$ cat src/shared/xwf_pkg.sv
// package: constants and carrier types for the xor-work-with-file datapath
package xwf_pkg;
   // opcode layout: 0001 10da ffff ffff
   localparam logic [5:0] XWF_OPCODE = 6'h06;
   localparam int XWF_OP_MSB = 15;
   localparam int XWF_OP_LSB = 10;
   localparam int XWF_D_POS = 9;
   localparam int XWF_A_POS = 8;
   // indexed literal offset window top, 95
   localparam logic [7:0] XWF_IDX_LIMIT = 8'h5F;
   // access bank: low 96 bytes in bank 0, upper 160 bytes in bank 15
   localparam logic [3:0] XWF_ACC_HI_BANK = 4'hF;
   localparam logic [7:0] XWF_ACC_SPLIT = 8'h60;
   // reset values
   localparam logic [7:0] XWF_W_RST = 8'h00;
   localparam logic [3:0] XWF_BANK_RST = 4'h0;
   localparam logic [15:0] XWF_INSN_RST = 16'h0000;
   // quarter phases
   typedef enum logic [3:0] {
      XWF_Q1 = 4'h1,
      XWF_Q2 = 4'h2,
      XWF_Q3 = 4'h4,
      XWF_Q4 = 4'h8
   } xwf_phase_t;
   // file memory request from the core
   typedef struct packed {
      logic rd;
      logic wr;
      logic [11:0] addr;
      logic [7:0] wdata;
   } xwf_file_req_t;
   // result flags
   typedef struct packed {
      logic neg;
      logic zero;
   } xwf_flags_t;
endpackage : xwf_pkg

$ cat src/core/xwf_addr_resolve.sv
// file address resolution: access bank, banked memory, indexed offset
`timescale 1ns/1ps
`default_nettype none
module xwf_addr_resolve (
   // instruction fields
   input wire logic [7:0] f_field,
   input wire logic acc_bit,
   // machine state
   input wire logic [3:0] bank_sel,
   input wire logic ext_en,
   input wire logic [11:0] index_base,
   // resolved address
   output logic [11:0] addr
);
   import xwf_pkg::*;
   // pick the 12-bit address from the addressing mode in force
   always_comb begin
      if (acc_bit) begin
         addr = {bank_sel, f_field};
      end else if (ext_en && (f_field <= XWF_IDX_LIMIT)) begin
         // indexed literal offset; wraps at 4 KB like the pointer
         addr = index_base + {4'h0, f_field};
      end else if (f_field < XWF_ACC_SPLIT) begin
         addr = {XWF_BANK_RST, f_field};
      end else begin
         // access bank upper 160 bytes, special registers
         addr = {XWF_ACC_HI_BANK, f_field};
      end
   end
endmodule // xwf_addr_resolve
`default_nettype wire

$ cat src/core/xwf_core.sv
// xor-work-with-file execution unit, one instruction per four quarters
// How it works
// - the result is working register xor file register, sent to the chosen destination.
// - with the destination bit clear the result goes to the working register only.
// - with the destination bit set the result is written back to the file register.
// - with the bank access bit clear the address is taken in the access bank, except for extended-mode indexed offsets.
// - with the bank access bit set the bank select register picks the bank.
// - extended mode with access bit clear treats addresses up to 95 as indexed offsets.
`timescale 1ns/1ps
`default_nettype none
module xwf_core (
   // clock and reset
   input wire logic mclk,
   input wire logic srst,
   // instruction and mode
   input wire logic [15:0] insn,
   input wire logic insn_valid,
   input wire logic ext_en,
   input wire logic [3:0] bank_select_register,
   input wire logic [11:0] index_base,
   // file memory
   output xwf_pkg::xwf_file_req_t file_req,
   input wire logic [7:0] file_rdata,
   // results
   output logic [7:0] work_reg,
   output xwf_pkg::xwf_flags_t flags,
   output logic flags_upd,
   output xwf_pkg::xwf_phase_t phase,
   output logic done
);
   import xwf_pkg::*;

   xwf_phase_t ph_q, ph_d;
   logic [15:0] ir_q, ir_d;
   logic act_q, act_d;
   logic [7:0] res_q, res_d;
   logic [7:0] w_q, w_d;
   xwf_flags_t fl_q, fl_d;
   logic fl_upd_q, fl_upd_d;
   logic done_q, done_d;
   xwf_file_req_t req_q, req_d;
   logic [11:0] addr;

   // true when the latched word is this instruction
   function automatic logic is_xwf(input logic [15:0] w);
      is_xwf = (w[XWF_OP_MSB:XWF_OP_LSB] == XWF_OPCODE);
   endfunction

   // address built combinationally so the read set up in Q2 is presented in Q3
   xwf_addr_resolve u_addr (
      .f_field(ir_q[7:0]),
      .acc_bit(ir_q[XWF_A_POS]),
      .bank_sel(bank_select_register),
      .ext_en(ext_en),
      .index_base(index_base),
      .addr(addr)
   );

   // next state of the quarter sequencer and datapath
   always_comb begin
      ph_d = ph_q;
      ir_d = ir_q;
      act_d = act_q;
      res_d = res_q;
      w_d = w_q;
      fl_d = fl_q;
      fl_upd_d = 1'b0;
      done_d = 1'b0;
      req_d = '0;
      req_d.addr = req_q.addr;
      case (ph_q)
         XWF_Q1: begin
            ir_d = insn;
            act_d = insn_valid && is_xwf(insn);
            ph_d = XWF_Q2;
         end
         XWF_Q2: begin
            req_d.rd = act_q;
            req_d.addr = addr;
            ph_d = XWF_Q3;
         end
         XWF_Q3: begin
            res_d = w_q ^ file_rdata;
            ph_d = XWF_Q4;
         end
         XWF_Q4: begin
            if (act_q) begin
               if (ir_q[XWF_D_POS]) begin
                  req_d.wr = 1'b1;
                  req_d.wdata = res_q;
               end else begin
                  w_d = res_q;
               end
               fl_d.neg = res_q[7];
               fl_d.zero = (res_q == 8'h00);
               fl_upd_d = 1'b1;
               done_d = 1'b1;
            end
            act_d = 1'b0;
            ph_d = XWF_Q1;
         end
         default: begin
            // illegal phase code recovers to decode
            ph_d = XWF_Q1;
            act_d = 1'b0;
         end
      endcase
   end

   // registers only
   always_ff @(posedge mclk) begin
      if (srst) begin
         ph_q <= XWF_Q1;
         ir_q <= XWF_INSN_RST;
         act_q <= 1'b0;
         res_q <= 8'h00;
         w_q <= XWF_W_RST;
         fl_q <= '0;
         fl_upd_q <= 1'b0;
         done_q <= 1'b0;
         req_q <= '0;
      end else begin
         ph_q <= ph_d;
         ir_q <= ir_d;
         act_q <= act_d;
         res_q <= res_d;
         w_q <= w_d;
         fl_q <= fl_d;
         fl_upd_q <= fl_upd_d;
         done_q <= done_d;
         req_q <= req_d;
      end
   end

   // outputs straight from flops
   assign file_req = req_q;
   assign work_reg = w_q;
   assign flags = fl_q;
   assign flags_upd = fl_upd_q;
   assign phase = ph_q;
   assign done = done_q;
endmodule // xwf_core
`default_nettype wire

$ cat config.mk
export PLATFORM = sky130hd
export DESIGN_NAME = xwf_core
export DESIGN_NICKNAME = d
export VERILOG_FILES = /design/src/shared/xwf_pkg.sv /design/src/core/xwf_addr_resolve.sv /design/src/core/xwf_core.sv
export SDC_FILE = /design/constraint.sdc
export NUM_CORES = 1
export LEC_CHECK = 0
export ABC_AREA = 1
export BUFFER_PORTS_ARGS = -buffer_cell sky130_fd_sc_hd__buf_4
export CORE_AREA = 3 3 80 82
export DETAILED_ROUTE_END_ITERATION = 8
export DIE_AREA = 0 0 83 85
export PLACE_DENSITY = 0.74
export REMOVE_ABC_BUFFERS = 1
export SLEW_MARGIN = 10
export SYNTH_ARGS = -nofsm -noshare
export SYNTH_HDL_FRONTEND = slang
export SYNTH_SLANG_ARGS = --single-unit
$ cat constraint.sdc
create_clock -name mclk -period 1.6 [get_ports mclk]
set_input_delay 0.32 -clock mclk [delete_from_list [all_inputs] [get_ports mclk]]
set_output_delay 0.32 -clock mclk [all_outputs]
set_load 0.05 [all_outputs]
==> metrics.cfg, run 1 <==
[sta]
setup-violations-final=3
worstMarginPinSlew_ps=341
final.min_clock_period_ps=1630
max_slew_margin_pct=77.2
drv_slew=0
finalCritPeriodShare_pct=102
max_freq_mhz=615
finClkSkew_ps=8.92
grt_setup_unrepaired=yes
fin_ws_ps=-27.2
hold_violations=0

[global_routing]
grt_max_degree=22
antenna_found_initial=0
grt_pass1_wl_um=11400
grtUsageTotal_pct=19.6
first_global_vias=2500
grt_overflow_total=0

[yosys]
synth_seq_area_share_pct=43.0
syn_area_mm2=0.00261
synth_ff_type=dfxtp_1
synth_edf_count=0
yosys_warnings=0
syn_avg_cell_area_um2=7.38
yosysTopAreaCell=dfxtp_1
ys_ff_latch=56
synth-simple-area-share_pct=24.0
synth-compound-area-share_pct=16.5
synth_top_family_by_area=simple AND/OR/NAND/NOR gates
yosysUniqueCellTypes=32
synth_cells=353
synth-adder-area-share_pct=4.61
synthMuxAreaShare_pct=0
yosys.area_share.xor_xnor_pct=3.70
synth_top_area_share_pct=43.0
synth-async-reset-ratio_pct=0
synth.area.top_cells=dfxtp_1 (43%), nand2_1 (8.5%), a21oi_1 (8.3%)

[clocking]
cts.hold.buffers_added=0
cts_sinks=56
cts_made_buffers=5
clk_pin_slew_ps=90
cts_tree=yes
clk_path_buf_depth=2
htreeDepth=2
cts-root-buf=clkbuf_8
worstSkewPairLatency_ps=310

[hold_path]
hold_class=in -> reg

[route]
via_per_inst=4.95
wl_um=6980
antenna_left=0
vias=2632
wl_per_cell_um=13.1
drt-initial-drc-count=98
drt_first_pass_iters=4
drc=0

[finish]
final_cell_mix=buf_4 (106), nand2_1 (54), dfxtp_1 (52)
antenna_cells=0
stdcell_area_mm2=0.00367
layout_commonest_cell=buf_4
largest_reg_flops=22
nNetsFinal=509
final-instance-count-excl-fill=532
syn_to_final_growth_pct=40.9
nFillCells=528
drive_above_1_share_pct=31.5

[placement]
port_buffers=81
detailed_place_hpwl_um=5280
place_area_mm2=0.00343
dp.cells=522
routabilityCongestion=0.890

[pwr]
p_leak_nw=1.75
ir_drop_uv=649
cellPowerDensity_mw_per_mm2=985

[outcome]
violations=setup timing
outcome=finished, violations left

[setup_path]
crit_chain=ha_4 > inv_2 > fa_2 > o21ai_2 > nand3_2 > nand2_2 > nand2_1 > nand3_1 > nand2_1 > nand2_1 > a21oi_1
worst_path_most_repeated_cell=nand2_1
end_kind=flip-flop
path_class=reg -> reg
crit_buf_inv=1
cp.required_ps=1800
path_delay_family=adder cells
cp_slowest_cell=dfxtp_2
start_kind=flip-flop
critical_path.max_fanout=3
worstPathArrival_ps=1820
slowest_delay_ps=360

[floorplan]
rows=28
dieHeight_um=85
core_area_mm2=0.00582
dieArea_mm2=0.00706
start_util_pct=44.8
die_w_um=83
ios=82

[run]
maxCapViolCount=0

## tightest hold or removal path, stage by stage
cell and delay [ps]:
buf_4 80, nor2_1 30, nor2_1 80
## cell families after synthesis
family / after synthesis
and+or+nand+nor: 142
adders and majority gates: 9
AOI/OAI and AO/OA: 82
xor gates and xnor gates: 11
buffers and inverters: 53
DFF: 56
## cell usage after synthesis (2+ instances only)
library cell / count
nand3b_1: 2
nand3_1: 25
dfxtp_1: 56
o21bai_1: 2
ha_1: 8
clkbuf_1: 4
inv_1: 41
a21oi_1: 43
nor2_1: 42
xor2_1: 10
nor4_1: 2
a31oi_1: 2
buf_2: 4
nand4_1: 5
o21ai_0: 31
nand2_1: 59
nor3_1: 2
## what timing repair did
action                                 4_1_cts  5_1_grt
buffers inserted                             1        1
pin swaps                                    1        4
resized for setup                           11       19
setup endpoints to repair                    6       15
endpoints found under the hold margin        0        0
## where the power goes
part / internal (W) / total, W / switching (W)
combinational: 0.000485 / 0.00115 / 0.000664
sequential: 0.00148 / 0.00156 / 0.0000723
clock: 0.000465 / 0.000912 / 0.000446
total: 0.00243 / 0.00362 / 0.00118
## per-layer routing
layer	wire length (um)	GRT usage, %
met5	0	0
met4	46	4.75
met3	456	5.05
met2	3440	33.0
met1	3040	25.3
## through the flow
step / worst slack, ps / TNS (ps) / hold slack (ps) / total power [W] / utilization [%]
2_1_floorplan: -62.9 / -433 / 389 / 0.00218 / -
3_3_place_gp: -205 / -901 / 456 / 0.00259 / 58.9
3_5_place_dp: -219 / -1140 / 464 / 0.00262 / 58.9
4_1_cts: -22.7 / -22.7 / 228 / 0.00356 / 61.9
5_1_grt: -178 / -810 / 225 / 0.00383 / 63.1
6_report: -27.2 / -50.6 / 238 / 0.00362 / 63.1
## final timing paths
| kind | start | end | slack [ps] | cells past startpoint |
|---|---|---|---|---|
| min reg2reg | res_q[4] | file_req[4] | 470 | 2 |
| max | ir_q[0] | file_req[16] | -30 | 11 |
| max reg2reg | ir_q[0] | file_req[16] | -30 | 11 |
| min | insn[2] | ir_q[2] | 240 | 3 |
## final cells by class
class                           count  area [um^2]  share of cell area (%)
Clock buffer                        6         72.6                    1.98
Clock inverter                      2         35.0                   0.954
Inverter                           43          161                    4.40
Multi-Input combinational cell    244         1390                    37.8
Sequential cell                    56         1130                    30.7
Tap cell                           75         93.8                    2.56
Timing Repair Buffer              106          796                    21.7
No activity file was read; power rests on OpenSTA's default activity.
==> run 2, diff against run 1 <==
CELL_PAD_IN_SITES_DETAIL_PLACEMENT = 1   (was not set)
CELL_PAD_IN_SITES_GLOBAL_PLACEMENT = 1   (was not set)
CORE_AREA = 3 3 95 97   (was 3 3 80 82)
DIE_AREA = 0 0 98 100   (was 0 0 83 85)
PLACE_DENSITY = not set   (was 0.74)
PLACE_DENSITY_LB_ADDON = 0.1   (was not set)
==> run 2 against run 1 <==
The run still ends with setup timing left. Total power fell by 0.18%. Maximum frequency fell by 2.1%. Clock power fell by 14%. Worst setup slack got worse by 34 ps. Core utilization fell by 17 points. Worst hold slack got worse by 9.8 ps. Sequential cell count did not move. Clock skew fell by 1.3 ps. Design area rose by 4.1%. Via count rose by 3.5%. Critical path type unchanged. Critical endpoint is now file_req[18]. Largest cell class unchanged. Largest power group unchanged. Highest routed layer unchanged.
==> metrics.cfg, run 2 (synthesis results as in run 1) <==
[route]
drt_first_pass_iters=5  ; was 4
drt-initial-drc-count=92  ; was 98
drc=0  ; unchanged
wl_um=8250  ; was 6980 um
antenna_left=0  ; unchanged
vias=2725  ; was 2632
via_per_inst=4.81  ; was 4.95
wl_per_cell_um=14.6  ; was 13.1 um

[finish]
final_cell_mix=buf_4 (108), nand2_1 (53), dfxtp_1 (52)  ; was buf_4 (106), nand2_1 (54), dfxtp_1 (52)
largest_reg_flops=22  ; unchanged
syn_to_final_growth_pct=46.6  ; was 40.9%
nNetsFinal=513  ; was 509
stdcell_area_mm2=0.00382  ; was 0.00367 mm^2
final-instance-count-excl-fill=566  ; was 532
drive_above_1_share_pct=34.3  ; was 31.5%
antenna_cells=0  ; unchanged
layout_commonest_cell=buf_4  ; unchanged

[floorplan]
die_w_um=98  ; was 83 um
dieHeight_um=100  ; was 85 um
start_util_pct=31.7  ; was 44.8%
dieArea_mm2=0.00980  ; was 0.00706 mm^2
core_area_mm2=0.00822  ; was 0.00582 mm^2
ios=82  ; unchanged
rows=33  ; was 28

[sta]
drv_slew=0  ; unchanged
max_slew_margin_pct=73.5  ; was 77.2%
fin_ws_ps=-61.4  ; was -27.2 ps
max_freq_mhz=602  ; was 615 MHz
final.min_clock_period_ps=1660  ; was 1630 ps
whs_ps=229  ; was 238 ps
grt_setup_unrepaired=yes  ; unchanged
finalCritPeriodShare_pct=104  ; was 102%
finClkSkew_ps=7.67  ; was 8.92 ps
worstMarginPinSlew_ps=397  ; was 341 ps
setup-tns-final_ps=-99.4  ; was -50.6 ps
setup-violations-final=3  ; unchanged
hold_violations=0  ; unchanged

[clocking]
cts_made_buffers=5  ; unchanged
cts.hold.buffers_added=0  ; unchanged
clk_path_buf_depth=2  ; unchanged
cts_tree=yes  ; unchanged
cts-root-buf=clkbuf_8  ; unchanged
worstSkewPairLatency_ps=310  ; about the same
htreeDepth=2  ; unchanged
cts_sinks=56  ; unchanged
clk_pin_slew_ps=100  ; was 90 ps

[setup_path]
start_kind=flip-flop  ; unchanged
path_class=reg -> reg  ; unchanged
crit_buf_inv=2  ; was 1
slowest_delay_ps=370  ; was 360 ps
path_delay_family=adder cells  ; unchanged
crit_path_start=ir_q[0]  ; unchanged
r2r_start=ir_q[0]  ; unchanged
cp.required_ps=1840  ; was 1800 ps
crit_chain=ha_4 > inv_2 > fa_2 > buf_4 > nand3b_1 > nand4_1 > nand3_1 > a31oi_1  ; was ha_4 > inv_2 > fa_2 > o21ai_2 > nand3_2 > nand2_2 > nand2_1 > nand3_1 > nand2_1 > nand2_1 > a21oi_1
cp_slowest_cell=fa_2  ; was dfxtp_2
worstPathArrival_ps=1900  ; was 1820 ps
end_kind=flip-flop  ; unchanged
critical_path.max_fanout=2  ; was 3

[placement]
dp.cells=556  ; was 522
port_buffers=81  ; unchanged
place_area_mm2=0.00351  ; was 0.00343 mm^2
routabilityCongestion=0.783  ; was 0.890
detailed_place_hpwl_um=6310  ; was 5280 um

[outcome]
violations=setup timing  ; unchanged
outcome=finished, violations left  ; unchanged

[pwr]
p_leak_nw=1.78  ; was 1.75 nW
ir_drop_uv=434  ; was 649 uV
power_w=0.00361  ; was 0.00362 W
cellPowerDensity_mw_per_mm2=944  ; was 985 mW/mm^2

[global_routing]
first_global_vias=2779  ; was 2500
grt_max_degree=22  ; unchanged
grt_pass1_wl_um=13600  ; was 11400 um
grtUsageTotal_pct=17.2  ; was 19.6%
antenna_found_initial=0  ; unchanged
grt_overflow_total=0  ; unchanged

[hold_path]
hold_class=in -> reg  ; unchanged
min-delay-start=insn[5]  ; was insn[2]

[run]
maxCapViolCount=0  ; unchanged

run 2: cell count changes in the layout (fill, tap and decap cells not counted), moves of 2 or more:
cell / change
nand3_2: +3
ha_4: +3
a21oi_1: -3
ha_1: -3
buf_4: +2
nand3_1: -2
a21oi_2: +2
run 2: power breakdown:
part / internal, W / leakage, nW / switching [W]
combinational: 0.000550 / 1.28 / 0.000714
sequential: 0.00148 / 0.457 / 0.0000776
clock: 0.000313 / 0.0414 / 0.000470
total: 0.00235 / 1.78 / 0.00126
run 2: layout make-up:
cell class | instances | area, um^2
inverter | 43 | 161
clock inverter | 2 | 16.3
multi-input combinational | 244 | 1470
tap | 105 | 131
sequential | 56 | 1130
timing repair buffer | 110 | 842
fill | 1040 | 4400
clock buffer | 6 | 72.6
run 2: per-layer routing:
| layer | part of all wire, % | track usage (%) | vias to the layer above | routed length, um |
|---|---|---|---|---|
| met1 | 47 | 23.0 | 1282 | 3850 |
| met2 | 47 | 28.2 | 66 | 3860 |
| met5 | 0 | 0 | - | 0 |
| met3 | 5.3 | 3.82 | 8 | 440 |
| li1 | - | - | 1369 | - |
| met4 | 1.2 | 4.26 | 0 | 103 |
run 2: worst paths after layout:
| path | to | slack [ps] | depth (start not counted) |
|---|---|---|---|
| worst min register to register | file_req[9] | 480 | 2 |
| worst min-delay path | ir_q[5] | 230 | 3 |
| worst max-delay path | file_req[18] | -60 | 8 |
| worst max register to register | file_req[18] | -60 | 8 |
run 2: worst min-delay path: stages:
cell	delay, ps
buf_4	80
nor2_1	30
nor2_1	80
run 2: repair_timing:
item | 4_1_cts | 5_1_grt
setup endpoints to repair | 7 | 8
buffers inserted | 1 | 2
gates resized for setup | 21 | 25
pin swaps | 6 | 7
endpoints found under the hold margin | 0 | 0
run 2: metrics by stage:
| step | worst slack [ps] | util, % |
|---|---|---|
| finish | -61.4 | 46.5 |
| global route | -156 | 46.5 |
| CTS | -30.4 | 44.9 |
| detailed placement | -259 | 42.7 |
| global placement | -223 | 42.7 |
| floorplan | -62.9 | - |
==> run 3, diff against run 2 <==
CORE_AREA = 3 3 93 95   (was 3 3 95 97)
CTS_BUF_LIST = sky130_fd_sc_hd__clkbuf_8   (was not set)
DIE_AREA = 0 0 96 98   (was 0 0 98 100)
==> run 3 against run 2 <==
The flow still finishes with violations (setup timing). Critical endpoint is now file_req[16]. Total power increased by 7.9%. Cell count decreased by 1.1%. Design area increased by 0.46%. Via count decreased by 0.48%. Largest cell class unchanged. Worst hold slack improved by 13 ps. Clock-buffer cell count decreased by 1. Die area decreased by 4.0%. Global-route usage increased by 0.37 points. Routed wire length decreased by 1.3%.
==> metrics.cfg, run 3 (synthesis results as in run 1) <==
[outcome]
outcome=finished, violations left  ; unchanged
violations=setup timing  ; unchanged

[run]
maxCapViolCount=0  ; unchanged

[sta]
max_slew_margin_pct=74.7  ; was 73.5%
max_freq_mhz=611  ; was 602 MHz
grt_setup_unrepaired=yes  ; unchanged
finalCritPeriodShare_pct=102  ; was 104%
whs_ps=242  ; was 229 ps
worstMarginPinSlew_ps=376  ; was 397 ps
hold_violations=0  ; unchanged
final.min_clock_period_ps=1640  ; was 1660 ps
finClkSkew_ps=5.95  ; was 7.67 ps
setup-violations-final=3  ; unchanged
drv_slew=0  ; unchanged
fin_ws_ps=-35.6  ; was -61.4 ps

[setup_path]
worstPathArrival_ps=1830  ; was 1900 ps
cp.required_ps=1790  ; was 1840 ps
path_delay_family=adder cells  ; unchanged
end_kind=flip-flop  ; unchanged
slowest_delay_ps=370  ; about the same
crit_chain=ha_4 > inv_2 > fa_2 > o21ai_4 > nand3_2 > nand2_2 > nand2_1 > nand3_1 > nand2_1 > nand2_2 > a21oi_2  ; was ha_4 > inv_2 > fa_2 > buf_4 > nand3b_1 > nand4_1 > nand3_1 > a31oi_1
rr_endpoint=file_req[16]  ; was file_req[18]
crit_buf_inv=1  ; was 2
cp_slowest_cell=fa_2  ; unchanged
path_class=reg -> reg  ; unchanged
start_kind=flip-flop  ; unchanged
r2r_start=ir_q[0]  ; unchanged
r2r_cells=11  ; was 8
crit_path_start=ir_q[0]  ; unchanged
crit_end=file_req[16]  ; was file_req[18]
critical_path.max_fanout=2  ; unchanged
crit_cells=11  ; was 8
reg2reg_slack_ps=-40  ; was -60 ps

[clocking]
cts_tree=yes  ; unchanged
worstSkewPairLatency_ps=300  ; was 310 ps
cts_made_buffers=5  ; unchanged
cts-root-buf=clkbuf_8  ; unchanged
cts.hold.buffers_added=0  ; unchanged
clk_pin_slew_ps=100  ; about the same
htreeDepth=2  ; unchanged
clk_path_buf_depth=2  ; unchanged
cts_sinks=56  ; unchanged

[pwr]
cellPowerDensity_mw_per_mm2=1010  ; was 944 mW/mm^2
p_leak_nw=1.79  ; was 1.78 nW
ir_drop_uv=578  ; was 434 uV

[finish]
final-instance-count-excl-fill=560  ; was 566
nFillCells=987  ; was 1040
antenna_cells=0  ; unchanged
nNetsFinal=511  ; was 513
drive_above_1_share_pct=34.7  ; was 34.3%
largest_reg_flops=22  ; unchanged
layout_commonest_cell=buf_4  ; unchanged
final_cell_mix=buf_4 (106), dfxtp_1 (52), nand2_1 (51)  ; was buf_4 (108), nand2_1 (53), dfxtp_1 (52)
syn_to_final_growth_pct=47.3  ; was 46.6%
stdcell_area_mm2=0.00384  ; was 0.00382 mm^2

[global_routing]
first_global_vias=2725  ; was 2779
grt_pass1_wl_um=13200  ; was 13600 um
grt_overflow_total=0  ; unchanged
grt_max_degree=22  ; unchanged
grtUsageTotal_pct=17.5  ; was 17.2%
antenna_found_initial=0  ; unchanged

[route]
wl_per_cell_um=14.5  ; was 14.6 um
wl_um=8140  ; was 8250 um
via_per_inst=4.84  ; was 4.81
drc=0  ; unchanged
drt-initial-drc-count=72  ; was 92
antenna_left=0  ; unchanged
vias=2712  ; was 2725
drt_first_pass_iters=4  ; was 5

[placement]
dp.cells=552  ; was 556
pre_cts_ws_ps=-254  ; was -259 ps
port_buffers=81  ; unchanged
detailed_place_hpwl_um=6090  ; was 6310 um
routabilityCongestion=0.807  ; was 0.783
place_area_mm2=0.00348  ; was 0.00351 mm^2

[hold_path]
hold_class=in -> reg  ; unchanged

[floorplan]
core_area_mm2=0.00781  ; was 0.00822 mm^2
start_util_pct=33.4  ; was 31.7%
rows=32  ; was 33
die_w_um=96  ; was 98 um
dieHeight_um=98  ; was 100 um
dieArea_mm2=0.00941  ; was 0.00980 mm^2
ios=82  ; unchanged

-- run 3: changes by cell type in the layout (fill, tap and decap cells not counted), moves of 2 or more --
cell,delta
nand2_2,+3
nand2_1,-2
bufinv_16,+2
buf_4,-2
nand3_2,-2
-- run 3: worst min-delay path by stage --
stage            startpoint           end  slack (ps)  cells past startpoint
2_1_floorplan          srst         act_q         390                      1
3_3_place_gp   file_req[19]  file_req[19]         450                      2
3_5_place_dp   file_req[17]  file_req[17]         460                      2
4_1_cts             insn[3]       ir_q[3]         230                      3
5_1_grt             insn[2]       ir_q[2]         240                      3
6_report            insn[3]       ir_q[3]         240                      3
-- run 3: repair_timing --
| item | 4_1_cts | 5_1_grt |
|---|---|---|
| buffers inserted | 1 | 0 |
| setup endpoints to repair | 7 | 11 |
| pin swaps | 6 | 7 |
| gates resized for setup | 16 | 35 |
-- run 3: worst min-delay path, stage by stage --
cell and delay (ps):
buf_4 80, nor2_1 40, nor2_1 80
-- run 3: through the flow --
stage                     total power [W]  TNS (ps)  util (%)
final                             0.00389     -92.6      49.2
after global placement            0.00264     -1110      44.6
after CTS                         0.00379      -189      47.1
after floorplan                   0.00218      -433         -
after detailed placement          0.00266     -1410      44.6
after global routing              0.00414      -688      49.2
-- run 3: power breakdown --
part | leakage (nW) | internal (W) | switching [W] | total [W]
Combinational | 1.27 | 0.000540 | 0.000727 | 0.00127
Sequential | 0.457 | 0.00148 | 0.0000768 | 0.00156
Clock | 0.0642 | 0.000617 | 0.000450 | 0.00107
Total | 1.79 | 0.00264 | 0.00125 | 0.00389
-- run 3: final cells by class --
| class | count | area [um^2] | share of cell area [%] |
|---|---|---|---|
| inverters | 43 | 165 | 4.30 |
| repair buffers | 108 | 818 | 21.3 |
| flip-flops and latches | 56 | 1130 | 29.4 |
| clock inverters | 2 | 60.1 | 1.56 |
| multi-input cells | 244 | 1470 | 38.3 |
| well taps | 102 | 128 | 3.32 |
| clock buffers | 5 | 68.8 | 1.79 |
-- run 3: routing by layer --
| metal | part of all wire, % | GRT usage, % |
|---|---|---|
| met1 | 47 | 25.5 |
| met2 | 47 | 27.2 |
| met3 | 4.6 | 3.54 |
| met4 | 0.74 | 2.63 |
| met5 | 0 | 0 |
